**src/include/mssc_pkg.sv**
```systemverilog
// Package: register map, field positions, reset values and codes of the status and serial bank
package mssc_pkg;

    // ********************************************************
    // Register offsets (register index on the serial link)
    // ********************************************************
    localparam logic [15:0] MSSC_OFF_OPMODE = 16'h0001;
    localparam logic [15:0] MSSC_OFF_STATUS_LO = 16'h0002;
    localparam logic [15:0] MSSC_OFF_STATUS_HI = 16'h0003;
    localparam logic [15:0] MSSC_OFF_NODE_ADDR = 16'h0004;
    localparam logic [15:0] MSSC_OFF_BITRATE_SEL = 16'h0005;
    localparam logic [15:0] MSSC_OFF_PARITY_SEL = 16'h0006;
    localparam logic [15:0] MSSC_OFF_BITRATE_CUR = 16'h0007;

    // ********************************************************
    // Status word bit positions
    // ********************************************************
    localparam int MSSC_ST_FB_RUN = 0;
    localparam int MSSC_ST_SSC_RUN = 1;
    localparam int MSSC_ST_SSC_MAP_ERR = 2;
    localparam int MSSC_ST_SDP_MAP_ERR = 3;
    localparam int MSSC_ST_FB_MAP_ERR = 4;
    localparam int MSSC_ST_SSC_CFG_ERR = 5;
    localparam int MSSC_ST_SDP_CFG_ERR = 6;
    localparam int MSSC_ST_FB_CFG_ERR = 7;
    localparam int MSSC_ST_EXT_MAP_ERR = 14;
    localparam int MSSC_ST_SCRIPT_RUN = 15;
    localparam int MSSC_ST_SCRIPT_ERR = 16;

    // ********************************************************
    // Reset values, limits and codes
    // ********************************************************
    localparam logic [7:0] MSSC_NODE_ADDR_RST = 8'h01;
    localparam logic [7:0] MSSC_NODE_ADDR_MIN = 8'h01;
    localparam logic [7:0] MSSC_NODE_ADDR_MAX = 8'hF7;
    localparam logic [7:0] MSSC_BITRATE_RST = 8'h00;
    localparam logic [7:0] MSSC_BITRATE_MAX = 8'h07;
    localparam logic [7:0] MSSC_PARITY_RST = 8'h00;
    localparam logic [7:0] MSSC_PARITY_MAX = 8'h02;
    localparam logic [15:0] MSSC_OPMODE_RST = 16'h0000;
    localparam logic [15:0] MSSC_OPMODE_MAX = 16'h0003;
    localparam logic [15:0] MSSC_OPMODE_RESET = 16'h0003;
    localparam logic [2:0] MSSC_RATE_AUTO = 3'h0;
    localparam logic [2:0] MSSC_RATE_FIRST = 3'h1;
    localparam logic [2:0] MSSC_RATE_LAST = 3'h7;
    localparam logic [1:0] MSSC_PAR_EVEN = 2'h0;
    localparam logic [1:0] MSSC_PAR_ODD = 2'h1;
    localparam logic [1:0] MSSC_PAR_NONE = 2'h2;
    localparam logic [15:0] MSSC_UNMAPPED_DATA = 16'h0000;

    // Parity mode carried to the serial engine
    typedef enum logic [1:0] {
        MSSC_PM_EVEN = 2'b00,
        MSSC_PM_ODD = 2'b01,
        MSSC_PM_NONE = 2'b11
    } mssc_parity_t;

    // Bitrate tracker state, Gray along idle -> hunt -> locked -> fixed
    typedef enum logic [1:0] {
        MSSC_BR_IDLE = 2'b00,
        MSSC_BR_HUNT = 2'b01,
        MSSC_BR_LOCK = 2'b11,
        MSSC_BR_FIXED = 2'b10
    } mssc_br_state_t;

endpackage

```
**src/logic/mssc_cfg_mem.sv**
```systemverilog
// Small nonvolatile-style store for the three serial settings, registered read data
`timescale 1ns/1ps
module mssc_cfg_mem
    import mssc_pkg::*;
(
    input wire logic clk,
    input wire logic rst_n,
    input wire logic wr_en,
    input wire logic [1:0] wr_idx,
    input wire logic [7:0] wr_data,
    input wire logic [1:0] rd_idx,
    output logic [7:0] rd_data,
    output logic [7:0] node_addr,
    output logic [7:0] bitrate_sel,
    output logic [7:0] parity_sel
);

    // ********************************************************
    // Storage words
    // ********************************************************
    logic [7:0] mem_r [0:2]; // Node address, bitrate, parity
    logic [7:0] mem_nxt [0:2]; // Next contents
    logic [7:0] rd_r; // Registered read word
    logic [7:0] rd_nxt; // Next read word

    // Write port and read mux
    always_comb begin
        for (int i = 0; i < 3; i++) begin
            mem_nxt[i] = mem_r[i];
        end
        if (wr_en && wr_idx != 2'd3) begin
            mem_nxt[wr_idx] = wr_data;
        end
        rd_nxt = (rd_idx == 2'd3) ? 8'h00 : mem_r[rd_idx];
    end

    // Registers, with documented defaults at reset
    always_ff @(posedge clk or negedge rst_n) begin
        if (!rst_n) begin
            mem_r[0] <= MSSC_NODE_ADDR_RST;
            mem_r[1] <= MSSC_BITRATE_RST;
            mem_r[2] <= MSSC_PARITY_RST;
            rd_r <= 8'h00;
        end else begin
            for (int i = 0; i < 3; i++) begin
                mem_r[i] <= mem_nxt[i];
            end
            rd_r <= rd_nxt;
        end
    end

    assign rd_data = rd_r;
    assign node_addr = mem_r[0];
    assign bitrate_sel = mem_r[1];
    assign parity_sel = mem_r[2];

endmodule // mssc_cfg_mem

```
**src/logic/mssc_rate_track.sv**
```systemverilog
// Bitrate tracker: fixed rate or stepping hunt until a valid frame locks it
`timescale 1ns/1ps
module mssc_rate_track
    import mssc_pkg::*;
(
    input wire logic clk,
    input wire logic rst_n,
    input wire logic apply,
    input wire logic [2:0] sel_code,
    input wire logic frame_ok,
    input wire logic frame_bad,
    output logic [2:0] rate_use,
    output logic [2:0] rate_cur
);

    // ********************************************************
    // State
    // ********************************************************
    mssc_br_state_t st_r; // Tracker state
    mssc_br_state_t st_nxt; // Next state
    logic [2:0] try_r; // Rate in use on the line
    logic [2:0] try_nxt; // Next rate

    // Next state: auto hunts from the lowest rate, wraps after the highest
    always_comb begin
        st_nxt = st_r;
        try_nxt = try_r;
        if (apply) begin
            if (sel_code == MSSC_RATE_AUTO) begin
                st_nxt = MSSC_BR_HUNT;
                try_nxt = MSSC_RATE_FIRST;
            end else begin
                st_nxt = MSSC_BR_FIXED;
                try_nxt = sel_code;
            end
        end else begin
            case (st_r)
                MSSC_BR_HUNT: begin
                    if (frame_ok) begin
                        st_nxt = MSSC_BR_LOCK;
                    end else if (frame_bad) begin
                        try_nxt = (try_r == MSSC_RATE_LAST) ? MSSC_RATE_FIRST
                                                            : 3'(try_r + 3'd1);
                    end
                end
                default: begin
                    st_nxt = st_r;
                end
            endcase
        end
    end

    // Registers
    always_ff @(posedge clk or negedge rst_n) begin
        if (!rst_n) begin
            st_r <= MSSC_BR_IDLE;
            try_r <= MSSC_RATE_AUTO;
        end else begin
            st_r <= st_nxt;
            try_r <= try_nxt;
        end
    end

    assign rate_use = try_r;
    // Readback zero until settled
    assign rate_cur = (st_r == MSSC_BR_LOCK || st_r == MSSC_BR_FIXED) ? try_r
                                                                     : MSSC_RATE_AUTO;

endmodule // mssc_rate_track

```
**src/logic/mssc_regs.sv**
```systemverilog
// Module status and serial data port configuration register bank
`timescale 1ns/1ps
module mssc_regs
    import mssc_pkg::*;
(
    input wire logic clk,
    input wire logic rst_n,
    // Register access from the serial protocol engine
    input wire logic reg_wr,
    input wire logic reg_rd,
    input wire logic [15:0] reg_addr,
    input wire logic [15:0] reg_wdata,
    output logic [15:0] reg_rdata,
    output logic reg_rvalid,
    // Status sources
    input wire logic fb_run,
    input wire logic ssc_run,
    input wire logic ssc_map_err,
    input wire logic sdp_map_err,
    input wire logic fb_map_err,
    input wire logic ssc_cfg_err,
    input wire logic sdp_cfg_err,
    input wire logic fb_cfg_err,
    input wire logic ext_map_err,
    input wire logic script_run,
    input wire logic script_err,
    input wire logic init_busy,
    // Frame outcome from the receiver
    input wire logic frame_ok,
    input wire logic frame_bad,
    // Settings in force on the serial port, and the module reset request
    output logic [7:0] sdp_node_addr,
    output logic [2:0] sdp_rate,
    output logic [1:0] sdp_parity,
    output logic sdp_two_stop,
    output logic sdp_reply_en,
    output logic module_reset
);

    // ********************************************************
    // Functions
    // ********************************************************
    // Parity code to mode; out of range falls back to even
    function automatic mssc_parity_t par_decode(input logic [7:0] c);
        if (c == {6'h00, MSSC_PAR_ODD}) begin
            return MSSC_PM_ODD;
        end else if (c == {6'h00, MSSC_PAR_NONE}) begin
            return MSSC_PM_NONE;
        end
        return MSSC_PM_EVEN;
    endfunction

    // Range check for a written byte
    function automatic logic in_range(input logic [15:0] v, input logic [7:0] lo,
                                      input logic [7:0] hi);
        return (v[15:8] == 8'h00) && (v[7:0] >= lo) && (v[7:0] <= hi);
    endfunction

    // ********************************************************
    // Declarations
    // ********************************************************
    logic [31:0] stat_r; // Live status word
    logic [31:0] stat_nxt; // Next status word
    logic ssc_cfg_r; // Bit 5 latched at init
    logic ssc_cfg_nxt; // Next bit 5
    logic [15:0] opmode_r; // Operating mode register
    logic [15:0] opmode_nxt; // Next operating mode
    logic apply_r; // Pending settings take effect
    logic apply_nxt; // Next apply pulse
    logic boot_r; // Settings applied once after power up
    logic [7:0] act_addr_r; // Node address in force
    logic [7:0] act_addr_nxt; // Next address in force
    mssc_parity_t act_par_r; // Parity in force
    mssc_parity_t act_par_nxt; // Next parity in force
    logic [15:0] rdata_r; // Read data register
    logic [15:0] rdata_nxt; // Next read data
    logic rvalid_r; // Read answer strobe
    logic rd_mem_r; // Read request pending, any register
    logic [15:0] rd_addr_r; // Address of pending read
    logic mem_wr; // Store write enable
    logic [1:0] mem_widx; // Store write index
    logic [1:0] mem_ridx; // Store read index
    logic [7:0] mem_rdata; // Store read data
    logic [7:0] cfg_addr; // Stored node address
    logic [7:0] cfg_rate; // Stored bitrate select
    logic [7:0] cfg_par; // Stored parity select
    logic [2:0] rate_use; // Rate driving the line
    logic [2:0] rate_cur; // Rate readback
    logic [2:0] rate_cur_r; // Registered readback
    logic reset_r; // Module reset request

    // ********************************************************
    // Submodules
    // ********************************************************
    // Settings store
    mssc_cfg_mem u_mem (
        .clk(clk),
        .rst_n(rst_n),
        .wr_en(mem_wr),
        .wr_idx(mem_widx),
        .wr_data(reg_wdata[7:0]),
        .rd_idx(mem_ridx),
        .rd_data(mem_rdata),
        .node_addr(cfg_addr),
        .bitrate_sel(cfg_rate),
        .parity_sel(cfg_par)
    );

    // Bitrate tracker, loaded only on apply
    mssc_rate_track u_rate (
        .clk(clk),
        .rst_n(rst_n),
        .apply(apply_r),
        .sel_code(cfg_rate[2:0]),
        .frame_ok(frame_ok),
        .frame_bad(frame_bad),
        .rate_use(rate_use),
        .rate_cur(rate_cur)
    );

    // ********************************************************
    // Status word
    // ********************************************************
    always_comb begin
        stat_nxt = 32'h0000_0000; // Reserved bits stay zero
        stat_nxt[MSSC_ST_FB_RUN] = fb_run;
        stat_nxt[MSSC_ST_SSC_RUN] = ssc_run;
        stat_nxt[MSSC_ST_SSC_MAP_ERR] = ssc_map_err;
        stat_nxt[MSSC_ST_SDP_MAP_ERR] = sdp_map_err;
        stat_nxt[MSSC_ST_FB_MAP_ERR] = fb_map_err;
        stat_nxt[MSSC_ST_SSC_CFG_ERR] = ssc_cfg_r;
        stat_nxt[MSSC_ST_SDP_CFG_ERR] = sdp_cfg_err;
        stat_nxt[MSSC_ST_FB_CFG_ERR] = fb_cfg_err;
        stat_nxt[MSSC_ST_EXT_MAP_ERR] = ext_map_err;
        stat_nxt[MSSC_ST_SCRIPT_RUN] = script_run;
        stat_nxt[MSSC_ST_SCRIPT_ERR] = script_err;
        // Bit 5 is sampled only while the module initialises
        ssc_cfg_nxt = init_busy ? ssc_cfg_err : ssc_cfg_r;
    end

    // ********************************************************
    // Register writes
    // ********************************************************
    always_comb begin
        opmode_nxt = opmode_r;
        apply_nxt = 1'b0;
        mem_wr = 1'b0;
        mem_widx = 2'd0;
        if (reg_wr) begin
            if (reg_addr == MSSC_OFF_OPMODE) begin
                if (in_range(reg_wdata, 8'h00, MSSC_OPMODE_MAX[7:0])) begin
                    opmode_nxt = reg_wdata;
                end
                apply_nxt = (reg_wdata == MSSC_OPMODE_RESET);
            end else if (reg_addr == MSSC_OFF_NODE_ADDR) begin
                mem_wr = in_range(reg_wdata, MSSC_NODE_ADDR_MIN, MSSC_NODE_ADDR_MAX);
                mem_widx = 2'd0;
            end else if (reg_addr == MSSC_OFF_BITRATE_SEL) begin
                mem_wr = in_range(reg_wdata, 8'h00, MSSC_BITRATE_MAX);
                mem_widx = 2'd1;
            end else if (reg_addr == MSSC_OFF_PARITY_SEL) begin
                mem_wr = in_range(reg_wdata, 8'h00, MSSC_PARITY_MAX);
                mem_widx = 2'd2;
            end else begin
                mem_wr = 1'b0; // Status and readback are not writable
            end
        end
        if (!boot_r) begin
            apply_nxt = 1'b1; // Power-up applies stored settings
        end
        if (apply_r) begin
            opmode_nxt = MSSC_OPMODE_RST;
        end
    end

    // Settings in force change only on apply
    always_comb begin
        act_addr_nxt = act_addr_r;
        act_par_nxt = act_par_r;
        if (apply_r) begin
            act_addr_nxt = cfg_addr;
            act_par_nxt = par_decode(cfg_par);
        end
    end

    // ********************************************************
    // Register reads
    // ********************************************************
    always_comb begin
        mem_ridx = 2'd3;
        if (reg_addr == MSSC_OFF_NODE_ADDR) begin
            mem_ridx = 2'd0;
        end else if (reg_addr == MSSC_OFF_BITRATE_SEL) begin
            mem_ridx = 2'd1;
        end else if (reg_addr == MSSC_OFF_PARITY_SEL) begin
            mem_ridx = 2'd2;
        end
        if (rd_addr_r == MSSC_OFF_OPMODE) begin
            rdata_nxt = opmode_r;
        end else if (rd_addr_r == MSSC_OFF_STATUS_LO) begin
            rdata_nxt = stat_r[15:0];
        end else if (rd_addr_r == MSSC_OFF_STATUS_HI) begin
            rdata_nxt = stat_r[31:16];
        end else if (rd_addr_r == MSSC_OFF_BITRATE_CUR) begin
            rdata_nxt = {13'h0000, rate_cur_r};
        end else if (rd_addr_r == MSSC_OFF_NODE_ADDR || rd_addr_r == MSSC_OFF_BITRATE_SEL
                     || rd_addr_r == MSSC_OFF_PARITY_SEL) begin
            rdata_nxt = {8'h00, mem_rdata};
        end else begin
            rdata_nxt = MSSC_UNMAPPED_DATA;
        end
    end

    // ********************************************************
    // Registers
    // ********************************************************
    always_ff @(posedge clk or negedge rst_n) begin
        if (!rst_n) begin
            stat_r <= 32'h0000_0000;
            ssc_cfg_r <= 1'b0;
            opmode_r <= MSSC_OPMODE_RST;
            apply_r <= 1'b0;
            boot_r <= 1'b0;
            act_addr_r <= MSSC_NODE_ADDR_RST;
            act_par_r <= MSSC_PM_EVEN;
            rdata_r <= 16'h0000;
            rvalid_r <= 1'b0;
            rd_mem_r <= 1'b0;
            rd_addr_r <= 16'h0000;
            rate_cur_r <= MSSC_RATE_AUTO;
            reset_r <= 1'b0;
        end else begin
            stat_r <= stat_nxt;
            ssc_cfg_r <= ssc_cfg_nxt;
            opmode_r <= opmode_nxt;
            apply_r <= apply_nxt;
            boot_r <= 1'b1;
            act_addr_r <= act_addr_nxt;
            act_par_r <= act_par_nxt;
            rd_mem_r <= reg_rd;
            rd_addr_r <= reg_rd ? reg_addr : rd_addr_r;
            rdata_r <= rd_mem_r ? rdata_nxt : rdata_r;
            rvalid_r <= rd_mem_r;
            rate_cur_r <= rate_cur;
            reset_r <= apply_nxt && boot_r;
        end
    end

    // ********************************************************
    // Outputs
    // ********************************************************
    logic [2:0] rate_r; // Rate on the line, registered
    logic two_stop_r; // Stop count in force
    logic reply_r; // Replies allowed
    always_ff @(posedge clk or negedge rst_n) begin
        if (!rst_n) begin
            rate_r <= MSSC_RATE_AUTO;
            two_stop_r <= 1'b0;
            reply_r <= 1'b0;
        end else begin
            rate_r <= rate_use;
            two_stop_r <= (act_par_r == MSSC_PM_NONE);
            reply_r <= (rate_cur != MSSC_RATE_AUTO);
        end
    end

    assign reg_rdata = rdata_r;
    assign reg_rvalid = rvalid_r;
    assign sdp_node_addr = act_addr_r; // Receiver matches first frame byte
    assign sdp_rate = rate_r;
    assign sdp_parity = act_par_r;
    assign sdp_two_stop = two_stop_r;
    assign sdp_reply_en = reply_r;
    assign module_reset = reset_r;

    // ********************************************************
    // Assertions
    // ********************************************************
    property p_fb_run;
        @(posedge clk) disable iff (!rst_n) $changed(fb_run) |=> stat_r[MSSC_ST_FB_RUN] == $past(fb_run);
    endproperty
    a_fb_run: assert property (p_fb_run) else $error("run bit not tracking");

    property p_reserved;
        @(posedge clk) disable iff (!rst_n) stat_r[13:8] == 6'h00 && stat_r[31:17] == 15'h0000;
    endproperty
    a_reserved: assert property (p_reserved) else $error("reserved status bits set");

    property p_bit5_hold;
        @(posedge clk) disable iff (!rst_n) !init_busy |=> $stable(ssc_cfg_r);
    endproperty
    a_bit5_hold: assert property (p_bit5_hold) else $error("bit5 changed after init");

    property p_hi_word;
        @(posedge clk) disable iff (!rst_n)
            reg_rd && reg_addr == MSSC_OFF_STATUS_HI
            |=> ##1 reg_rvalid && reg_rdata == $past(stat_r[31:16]);
    endproperty
    a_hi_word: assert property (p_hi_word) else $error("high status word wrong");

    property p_addr_range;
        @(posedge clk) disable iff (!rst_n) cfg_addr >= MSSC_NODE_ADDR_MIN && cfg_addr <= MSSC_NODE_ADDR_MAX;
    endproperty
    a_addr_range: assert property (p_addr_range) else $error("node address out of range");

    property p_apply_only;
        @(posedge clk) disable iff (!rst_n) !apply_r |=> $stable(act_addr_r) && $stable(act_par_r);
    endproperty
    a_apply_only: assert property (p_apply_only) else $error("setting applied without reset");

    property p_stop;
        @(posedge clk) disable iff (!rst_n) ##1 (sdp_two_stop == ($past(sdp_parity) == MSSC_PM_NONE));
    endproperty
    a_stop: assert property (p_stop) else $error("stop bits mismatch parity");

    property p_no_reply;
        @(posedge clk) disable iff (!rst_n) sdp_reply_en |-> $past(rate_cur) != MSSC_RATE_AUTO;
    endproperty
    a_no_reply: assert property (p_no_reply) else $error("reply before rate known");

    property p_ro_write;
        @(posedge clk) disable iff (!rst_n)
            reg_wr && (reg_addr == MSSC_OFF_STATUS_LO || reg_addr == MSSC_OFF_BITRATE_CUR) |-> !mem_wr;
    endproperty
    a_ro_write: assert property (p_ro_write) else $error("read-only register written");

    c_reset: cover property (@(posedge clk) module_reset);
    c_lock: cover property (@(posedge clk) $rose(sdp_reply_en));
    c_read: cover property (@(posedge clk) reg_rvalid && reg_rdata != 16'h0000);

endmodule // mssc_regs

```
**config.mk**
```make
export PLATFORM = sky130hd
export DESIGN_NAME = mssc_regs
export DESIGN_NICKNAME = d
export VERILOG_FILES = /design/src/include/mssc_pkg.sv /design/src/logic/mssc_cfg_mem.sv /design/src/logic/mssc_rate_track.sv /design/src/logic/mssc_regs.sv
export SDC_FILE = /design/constraint.sdc
export NUM_CORES = 1
export LEC_CHECK = 0
export ABC_AREA = 1
export BUFFER_PORTS_ARGS = -buffer_cell sky130_fd_sc_hd__buf_4
export CAP_MARGIN = 20
export CORE_ASPECT_RATIO = 1.25
export CORE_MARGIN = 1
export CORE_UTILIZATION = 48
export DETAILED_ROUTE_END_ITERATION = 8
export HOLD_SLACK_MARGIN = 0.1
export PLACE_DENSITY_LB_ADDON = 0.08
export SLEW_MARGIN = 30
export SYNTH_ARGS = -nofsm -noshare
export SYNTH_HDL_FRONTEND = slang
export SYNTH_SLANG_ARGS = --single-unit
```
**constraint.sdc**
```tcl
create_clock -name clk -period 2 [get_ports clk]
set_input_delay 0.1 -clock clk [delete_from_list [all_inputs] [get_ports clk]]
set_output_delay 0.1 -clock clk [all_outputs]
set_load 0.01 [all_outputs]
```
Word level (Yosys, flattened, before mapping)
Index checks and enable logic that the tools add are counted.

Input port bits: 50. Output and inout port bits: 33. Bits in writable memories: 0. Register bits: 120. Bits in read-only memories: 0. Memories: 0. Latch bits: 0. Logic and storage cells: 129.

Bitwise gates (word level): 2. Reductions and logical operators: 24. Divide/modulo/power cells: 0. $mul: 0. Multiplexer cells: 49. Shift operators: 0. Magnitude comparators: 9. Add/subtract/negate cells: 1. Equal/unequal tests: 22.

Operator list (count): == test 16 x 3 -> 1 bit, second input constant (7); 2-to-1 mux 16 bit (6); 2-to-1 mux 8 bit (7); == test 16 x 2 -> 1 bit, second input constant (3); == test 16 x 1 -> 1 bit, second input constant (2); 2-to-1 mux 2 bit (14); bitwise mux 24 bit (1); 2-to-1 mux 3 bit (7); binary-select mux 8 bit (select 2 bit) (1); demux 8 bit (select 2 bit) (1); greater-or-equal comparator 8 x 1 -> 1 bit, second input constant (2); less-or-equal comparator 8 x 2 -> 1 bit, second input constant (2); 2-to-1 mux 1 bit (12); nonzero test 2 bit (6); logical AND 1 bit (9); == test 2 bit, second input constant (4); == test 8 x 1 -> 1 bit, second input constant (1); == test 8 x 2 -> 1 bit, second input constant (1); less-or-equal comparator 8 x 3 -> 1 bit, second input constant (1); less-or-equal comparator 8 bit, second input constant (1); logical NOT 8 bit (1); greater-or-equal comparator 3 bit, second input constant (2); NOT 2 -> 3 bit (2); AND reduction 3 bit (2); 10 further kinds (12).

Depth between registers and ports, before layout
Depth after elaboration: 12. Mapped depth: 11. Gate-level depth less buffers: 11.

Cells and area by module
From an unflattened synthesis, not the netlist that was laid out.

Cell total of the unflattened synthesis: 600. Area, all modules: 5336.4 µm².

By module, submodules not included: mssc_regs (instances 1, area each 3482.1 µm², sequential area each 2078.2 µm², cells each 381); mssc_cfg_mem (instances 1, area each 1545.2 µm², sequential area each 802.0 µm², cells each 176); mssc_rate_track (instances 1, area each 309.0 µm², sequential area each 125.1 µm², cells each 43).

Worst setup path after synthesis
No wires, ideal clock.

Path type: reg2reg. From: reg rd_addr_r[13]. To: reg rdata_r[7], in the netlist reg_rdata[7]. Stages on the path, launching flop included: 10. Path buffers: 2. Setup time: 66 ps. Setup slack: 632 ps. Arrival time: 1303 ps. Clock period less this slack: 1368 ps. Required time: 1934 ps. Cells stage by stage: dfrtp_1 > nor2_1 > nand3_1 > nor2_1 > buf_2 > buf_2 > nand4_1 > nand3_1 > o211ai_1 > nand2_1.

Longest elaborated chain between the ends: 8. Elaborated cells on any way between the ends: 14. Those cells by class: 7 x eq/ne; 5 x mux; 2 x reduce/logical.

Ends and longest elaborated chain: from (decl) (line mssc_regs.sv:79) `logic [15:0] rd_addr_r;`; from (signal assigned) (line mssc_regs.sv:241) `rd_addr_r <= reg_rd ? reg_addr : rd_addr_r;`; == test 16 x 3 -> 1 bit (line mssc_regs.sv:206) `end else if (rd_addr_r == MSSC_OFF_NODE_ADDR || rd_addr_r == MSSC_OFF_BITRATE_SEL`; logical OR 1 bit (line mssc_regs.sv:206); logical OR 1 bit (line mssc_regs.sv:207) `|| rd_addr_r == MSSC_OFF_PARITY_SEL) begin`; 2-to-1 mux 8 bit (line mssc_regs.sv:206); 2-to-1 mux 8 bit (line mssc_regs.sv:204) `end else if (rd_addr_r == MSSC_OFF_BITRATE_CUR) begin`; 2-to-1 mux 8 bit (line mssc_regs.sv:202) `end else if (rd_addr_r == MSSC_OFF_STATUS_HI) begin`; 2-to-1 mux 16 bit (line mssc_regs.sv:200) `end else if (rd_addr_r == MSSC_OFF_STATUS_LO) begin`; 2-to-1 mux 16 bit * (line mssc_regs.sv:198) `if (rd_addr_r == MSSC_OFF_OPMODE) begin`; to (signal assigned) (line mssc_regs.sv:242) `rdata_r <= rd_mem_r ? rdata_nxt : rdata_r;`; to (decl) (line mssc_regs.sv:75) `logic [15:0] rdata_r;`.

Mark *: on every way between the ends. The rest lies on a longest branch, timed or not. A chain may end at the register's enable or synchronous reset.

==> results.md <==
Run status:
- The flow ran to the end, and the final reports show no timing, DRC or antenna violations.

Pwr:
- The fraction of power spent switching nets is 21.2%.
- The proportion of power drawn by combinational gates is 7.4%.
- The share of power burned in registers is 40.3%.
- The analysis attributes to net switching a power of 1.35 mW.
- The total power density per cell area is 883 nW/um2.
- The internal power component is 5.00 mW.
- The leakage power is 3.71 nW.
- The design draws 6.35 mW.
- Across the VDD grid, the largest voltage drop is 581 uV.
- In this run, the clock network consumes 52.3% of the power.

Cells and area:
- Cells with a size suffix above 1 make up 21.8% of the layout.
- The net count of the finished layout is 768.
- The count of inserted antenna diode cells is 0.
- The top cell types in the final layout, fill and taps aside, are 149 x sky130_fd_sc_hd__nand2_1, 118 x sky130_fd_sc_hd__dfrtp_1, 87 x sky130_fd_sc_hd__buf_4.
- At the end of the flow the core is filled with cells to 68.0%.
- The library cell used most frequently in the layout, excluding fill and tap cells, is sky130_fd_sc_hd__nand2_1.
- The area added between synthesis and finish is 38.1%.

Route:
- The number of nets with antenna violations after detailed routing is 0.
- The first detailed-routing pass took 5 iterations.
- The detailed-route wire length is 12.3 mm.
- After detailed routing, the number of vias per cell comes to 5.03.
- In the final routed layout, each cell accounts on average for 14.3 um.
- The post-route DRC violation count is 0.
- The detailed router finished its first iteration with 178 violations.
- The routed layout has 4329 vias.

Die:
- The initial utilization of the core area, before any placement, comes to 49.3%.
- The floorplan step defined a die boundary enclosing 11300 um2.
- The floorplan die width is 95.1 um.
- The vertical die dimension is 118 um.
- The number of placement rows is 42.
- The floorplan step defined a core boundary enclosing 10600 um2.
- The count of boundary I/O pins is 83.

Logic synthesis:
- The most used flip-flop cell after synthesis is sky130_fd_sc_hd__dfrtp_1.
- After synthesis, the netlist uses 41 different library cells.
- The register area share after synthesis is 57.8%.
- Yosys printed 0 warnings.
- The share of async-settable or async-resettable flops after synthesis is 100%.
- A synthesized cell averages 9.13 um2.
- The number of register bits inferred by synthesis is 120.
- After technology mapping, the gate count stands at 570.
- The number of flops mapped to enable cells by yosys is 0.
- The post-synthesis net count is 622.
- The cell area that synthesis handed to floorplanning was 5200 um2.

Hold path:
- The count of cells along the worst hold path is 8.
- The worst hold-check path type is in -> reg.
- For hold timing, the worst endpoint is module_reset.
- The hold path startpoint is reg_wdata[8].

Critical path:
- The peak fanout along the critical path is 30.
- Across all register-to-register paths, the minimum setup slack is 0.27 ns.
- STA classifies the critical path endpoint as a flop.
- The number of buffers and inverters on the critical path is 4.
- The largest single stage delay on the critical path is 0.57 ns.
- The signal on the critical path passes through dlygate4sd3_1 > buf_4 > nand2_1 > dlygate4sd3_1 > o21ai_0 > dlygate4sd3_1.
- In this run the number of cells on the critical path is 6.
- The slowest cell on the critical path is sky130_fd_sc_hd__dlygate4sd3_1.
- The kind of launch point of the worst setup path is an input pin.
- For the worst setup path, the data arrival time is 2.19 ns.
- The critical register-to-register path startpoint is rd_addr_r[13].
- The cell seen most often among critical-path stages is sky130_fd_sc_hd__dlygate4sd3_1.
- The setup path with the least slack is of type in -> reg.
- The critical path data required time is 2.29 ns.
- Among cell families on the critical path, the largest total delay comes from buffers and inverters.
- The number of cells on the worst reg-to-reg path is 10.
- The capture instance of the worst register-to-register path is reg_rdata[1].

Place:
- The number of port buffers is 82.
- The detailed placement HPWL is 8.21 mm.
- The weighted congestion reported at the end of routability-driven placement is 0.940.

STA:
- Setup repair after global routing left no endpoint under its margin.
- The post-route fraction of the period consumed by the critical path is 95.0%.
- For the pin with the worst max-slew slack, the measured transition is 0.579 ns.
- The number of hold violations in the final report was 0.
- After layout, the minimum clock period comes to 1.90 ns.
- The final count of pins violating max slew is 0.
- In this run the tightest slew margin relative to its limit is 61.2%.
- In the final timing run, aggregate negative setup slack is 0 ns.
- The number of setup violations in the final report is 0.
- The worst-case clock skew is 0.00916 ns.
- The top achievable clock speed is 526 MHz.

Clock network:
- The total number of clock tree sinks is 120.
- The TritonCTS clock tree is yes.
- The tree is rooted in a sky130_fd_sc_hd__clkbuf_16.
- The total CTS buffers is 17.
- Post-CTS timing repair inserted 0 buffers for setup.
- After clock tree synthesis, the clock-pin slew on the worst setup and hold paths is 0.05 ns.
- The clock network latency to the later pin of the worst-skew pair is 0.41 ns.
- The maximum level of the CTS H-tree is 4.
- The clock passes through at most 2 buffers.

Global routing:
- For this run, global-route usage on met3 was measured as 5.92%.
- The global-route wire length before repair is 20.7 mm.
- The most heavily used metal layer in global routing is met2.
- Entering global routing, the biggest net connects 75 pins.
- The overflow left after global routing is 0.
- The total global-route track usage is 24.3%.
- For met1 alone, demand over resource in global routing was 28.3%.
- The number of global-route vias before repair is 4439.
- The met2 usage in global routing is 41.2%.
- The initial antenna violation count came to 0.

Run:
- Max-cap violations in this run came to 0.
[repair_timing]
item,in CTS,in global routing
hold endpoints to repair,168,0
hold buffers,53,0
gates resized for setup,0,0
[power groups by stage]
stage                     Combinational (mW)  Clock [mW]  Sequential, mW
after floorplan                        0.155           0            2.59
after global placement                 0.375           0            2.59
after detailed placement               0.382           0            2.59
after CTS                              0.471        3.38            2.55
after global routing                   0.526        3.48            2.56
final                                  0.469        3.32            2.56
[worst register-to-register path, delay by kind of cell (launching register included)]
kind,cells,cell delay (ns)
buffers and inverters,1,0.19
AND/OR/NAND/NOR,9,1.11
flip-flops,1,0.37
[worst max-delay path by stage]
stage	start	slack, ns	endpoint
2_1_floorplan	rd_addr_r[13]	0.63	reg_rdata[7]
3_3_place_gp	rd_addr_r[13]	0.28	reg_rdata[2]
3_5_place_dp	rd_addr_r[13]	0.27	reg_rdata[1]
4_1_cts	reg_rd	0.20	rd_addr_r[2]
5_1_grt	reg_rd	0.005	rd_addr_r[8]
6_report	reg_rd	0.10	rd_addr_r[8]
[metrics by stage]
stage                     hold WS (ns)  setup WS [ns]  instance area (um2)  std cells
after floorplan                 -0.196          0.632                 5200        570
final                            0.216          0.100                 7190        861
after CTS                        0.210          0.203                 7190        861
after global placement         -0.0111          0.283                 6000        776
after global routing             0.318        0.00453                 7190        861
after detailed placement      -0.00968          0.267                 6000        776
[cells in the mapped netlist (2+ instances only)]
library cell	instances	share of area (%)
sky130_fd_sc_hd__a21oi_1	3	0.29
sky130_fd_sc_hd__a31oi_1	3	0.36
sky130_fd_sc_hd__buf_1	2	0.14
sky130_fd_sc_hd__buf_2	5	0.48
sky130_fd_sc_hd__clkbuf_1	7	0.51
sky130_fd_sc_hd__dfrtp_1	118	57
sky130_fd_sc_hd__dfstp_2	2	1.0
sky130_fd_sc_hd__ha_1	2	0.48
sky130_fd_sc_hd__inv_1	71	5.1
sky130_fd_sc_hd__inv_2	4	0.29
sky130_fd_sc_hd__inv_4	2	0.24
sky130_fd_sc_hd__mux2_2	4	0.87
sky130_fd_sc_hd__nand2_1	149	11
sky130_fd_sc_hd__nand2_2	2	0.24
sky130_fd_sc_hd__nand2_4	4	0.87
sky130_fd_sc_hd__nand3_1	25	2.4
sky130_fd_sc_hd__nand3_2	2	0.38
sky130_fd_sc_hd__nand4_1	29	3.5
sky130_fd_sc_hd__nand4_4	2	0.82
sky130_fd_sc_hd__nor2_1	54	3.9
sky130_fd_sc_hd__nor2_2	5	0.60
sky130_fd_sc_hd__nor2_4	4	0.87
sky130_fd_sc_hd__nor3_1	8	0.77
sky130_fd_sc_hd__nor4_1	3	0.36
sky130_fd_sc_hd__o211ai_1	6	0.87
sky130_fd_sc_hd__o21ai_0	33	3.2
sky130_fd_sc_hd__o21ai_1	2	0.19
sky130_fd_sc_hd__o31ai_1	6	0.87
[layer usage]
metal,wire length (um),share of wire [%]
met1,5110,41
met2,6440,52
met3,451,3.7
met4,340,2.8
met5,0,0
[kinds of logic after synthesis]
logic type | count (synthesis) | share of synthesized area [%]
buf+inv | 93 | 7.14
simple gates | 293 | 27.1
mux | 4 | 0.866
compound gates | 57 | 6.54
other cells | 1 | 0.0721
fa+ha+maj | 2 | 0.481
flops | 120 | 57.8
[final cells by class]
type                    count  area (um2)
repair buffers            143        1240
inverters                  77         294
fillers                   808        3380
multi-input cells         357        1830
flip-flops and latches    120        3010
clock buffers              19         453
well taps                 132         165
clock inverters            13         200
[registers in the layout, summed over array words and instances, names as in the netlist, 8 cells and up]
name / flops
reg_rdata: 16
opmode_r: 16
u_mem.parity_sel: 8
u_mem.node_addr: 8
rd_addr_r: 16
sdp_node_addr: 8
u_mem.bitrate_sel: 8
stat_r: 11
u_mem.rd_data: 8
Power figures use the tool's default switching activity.
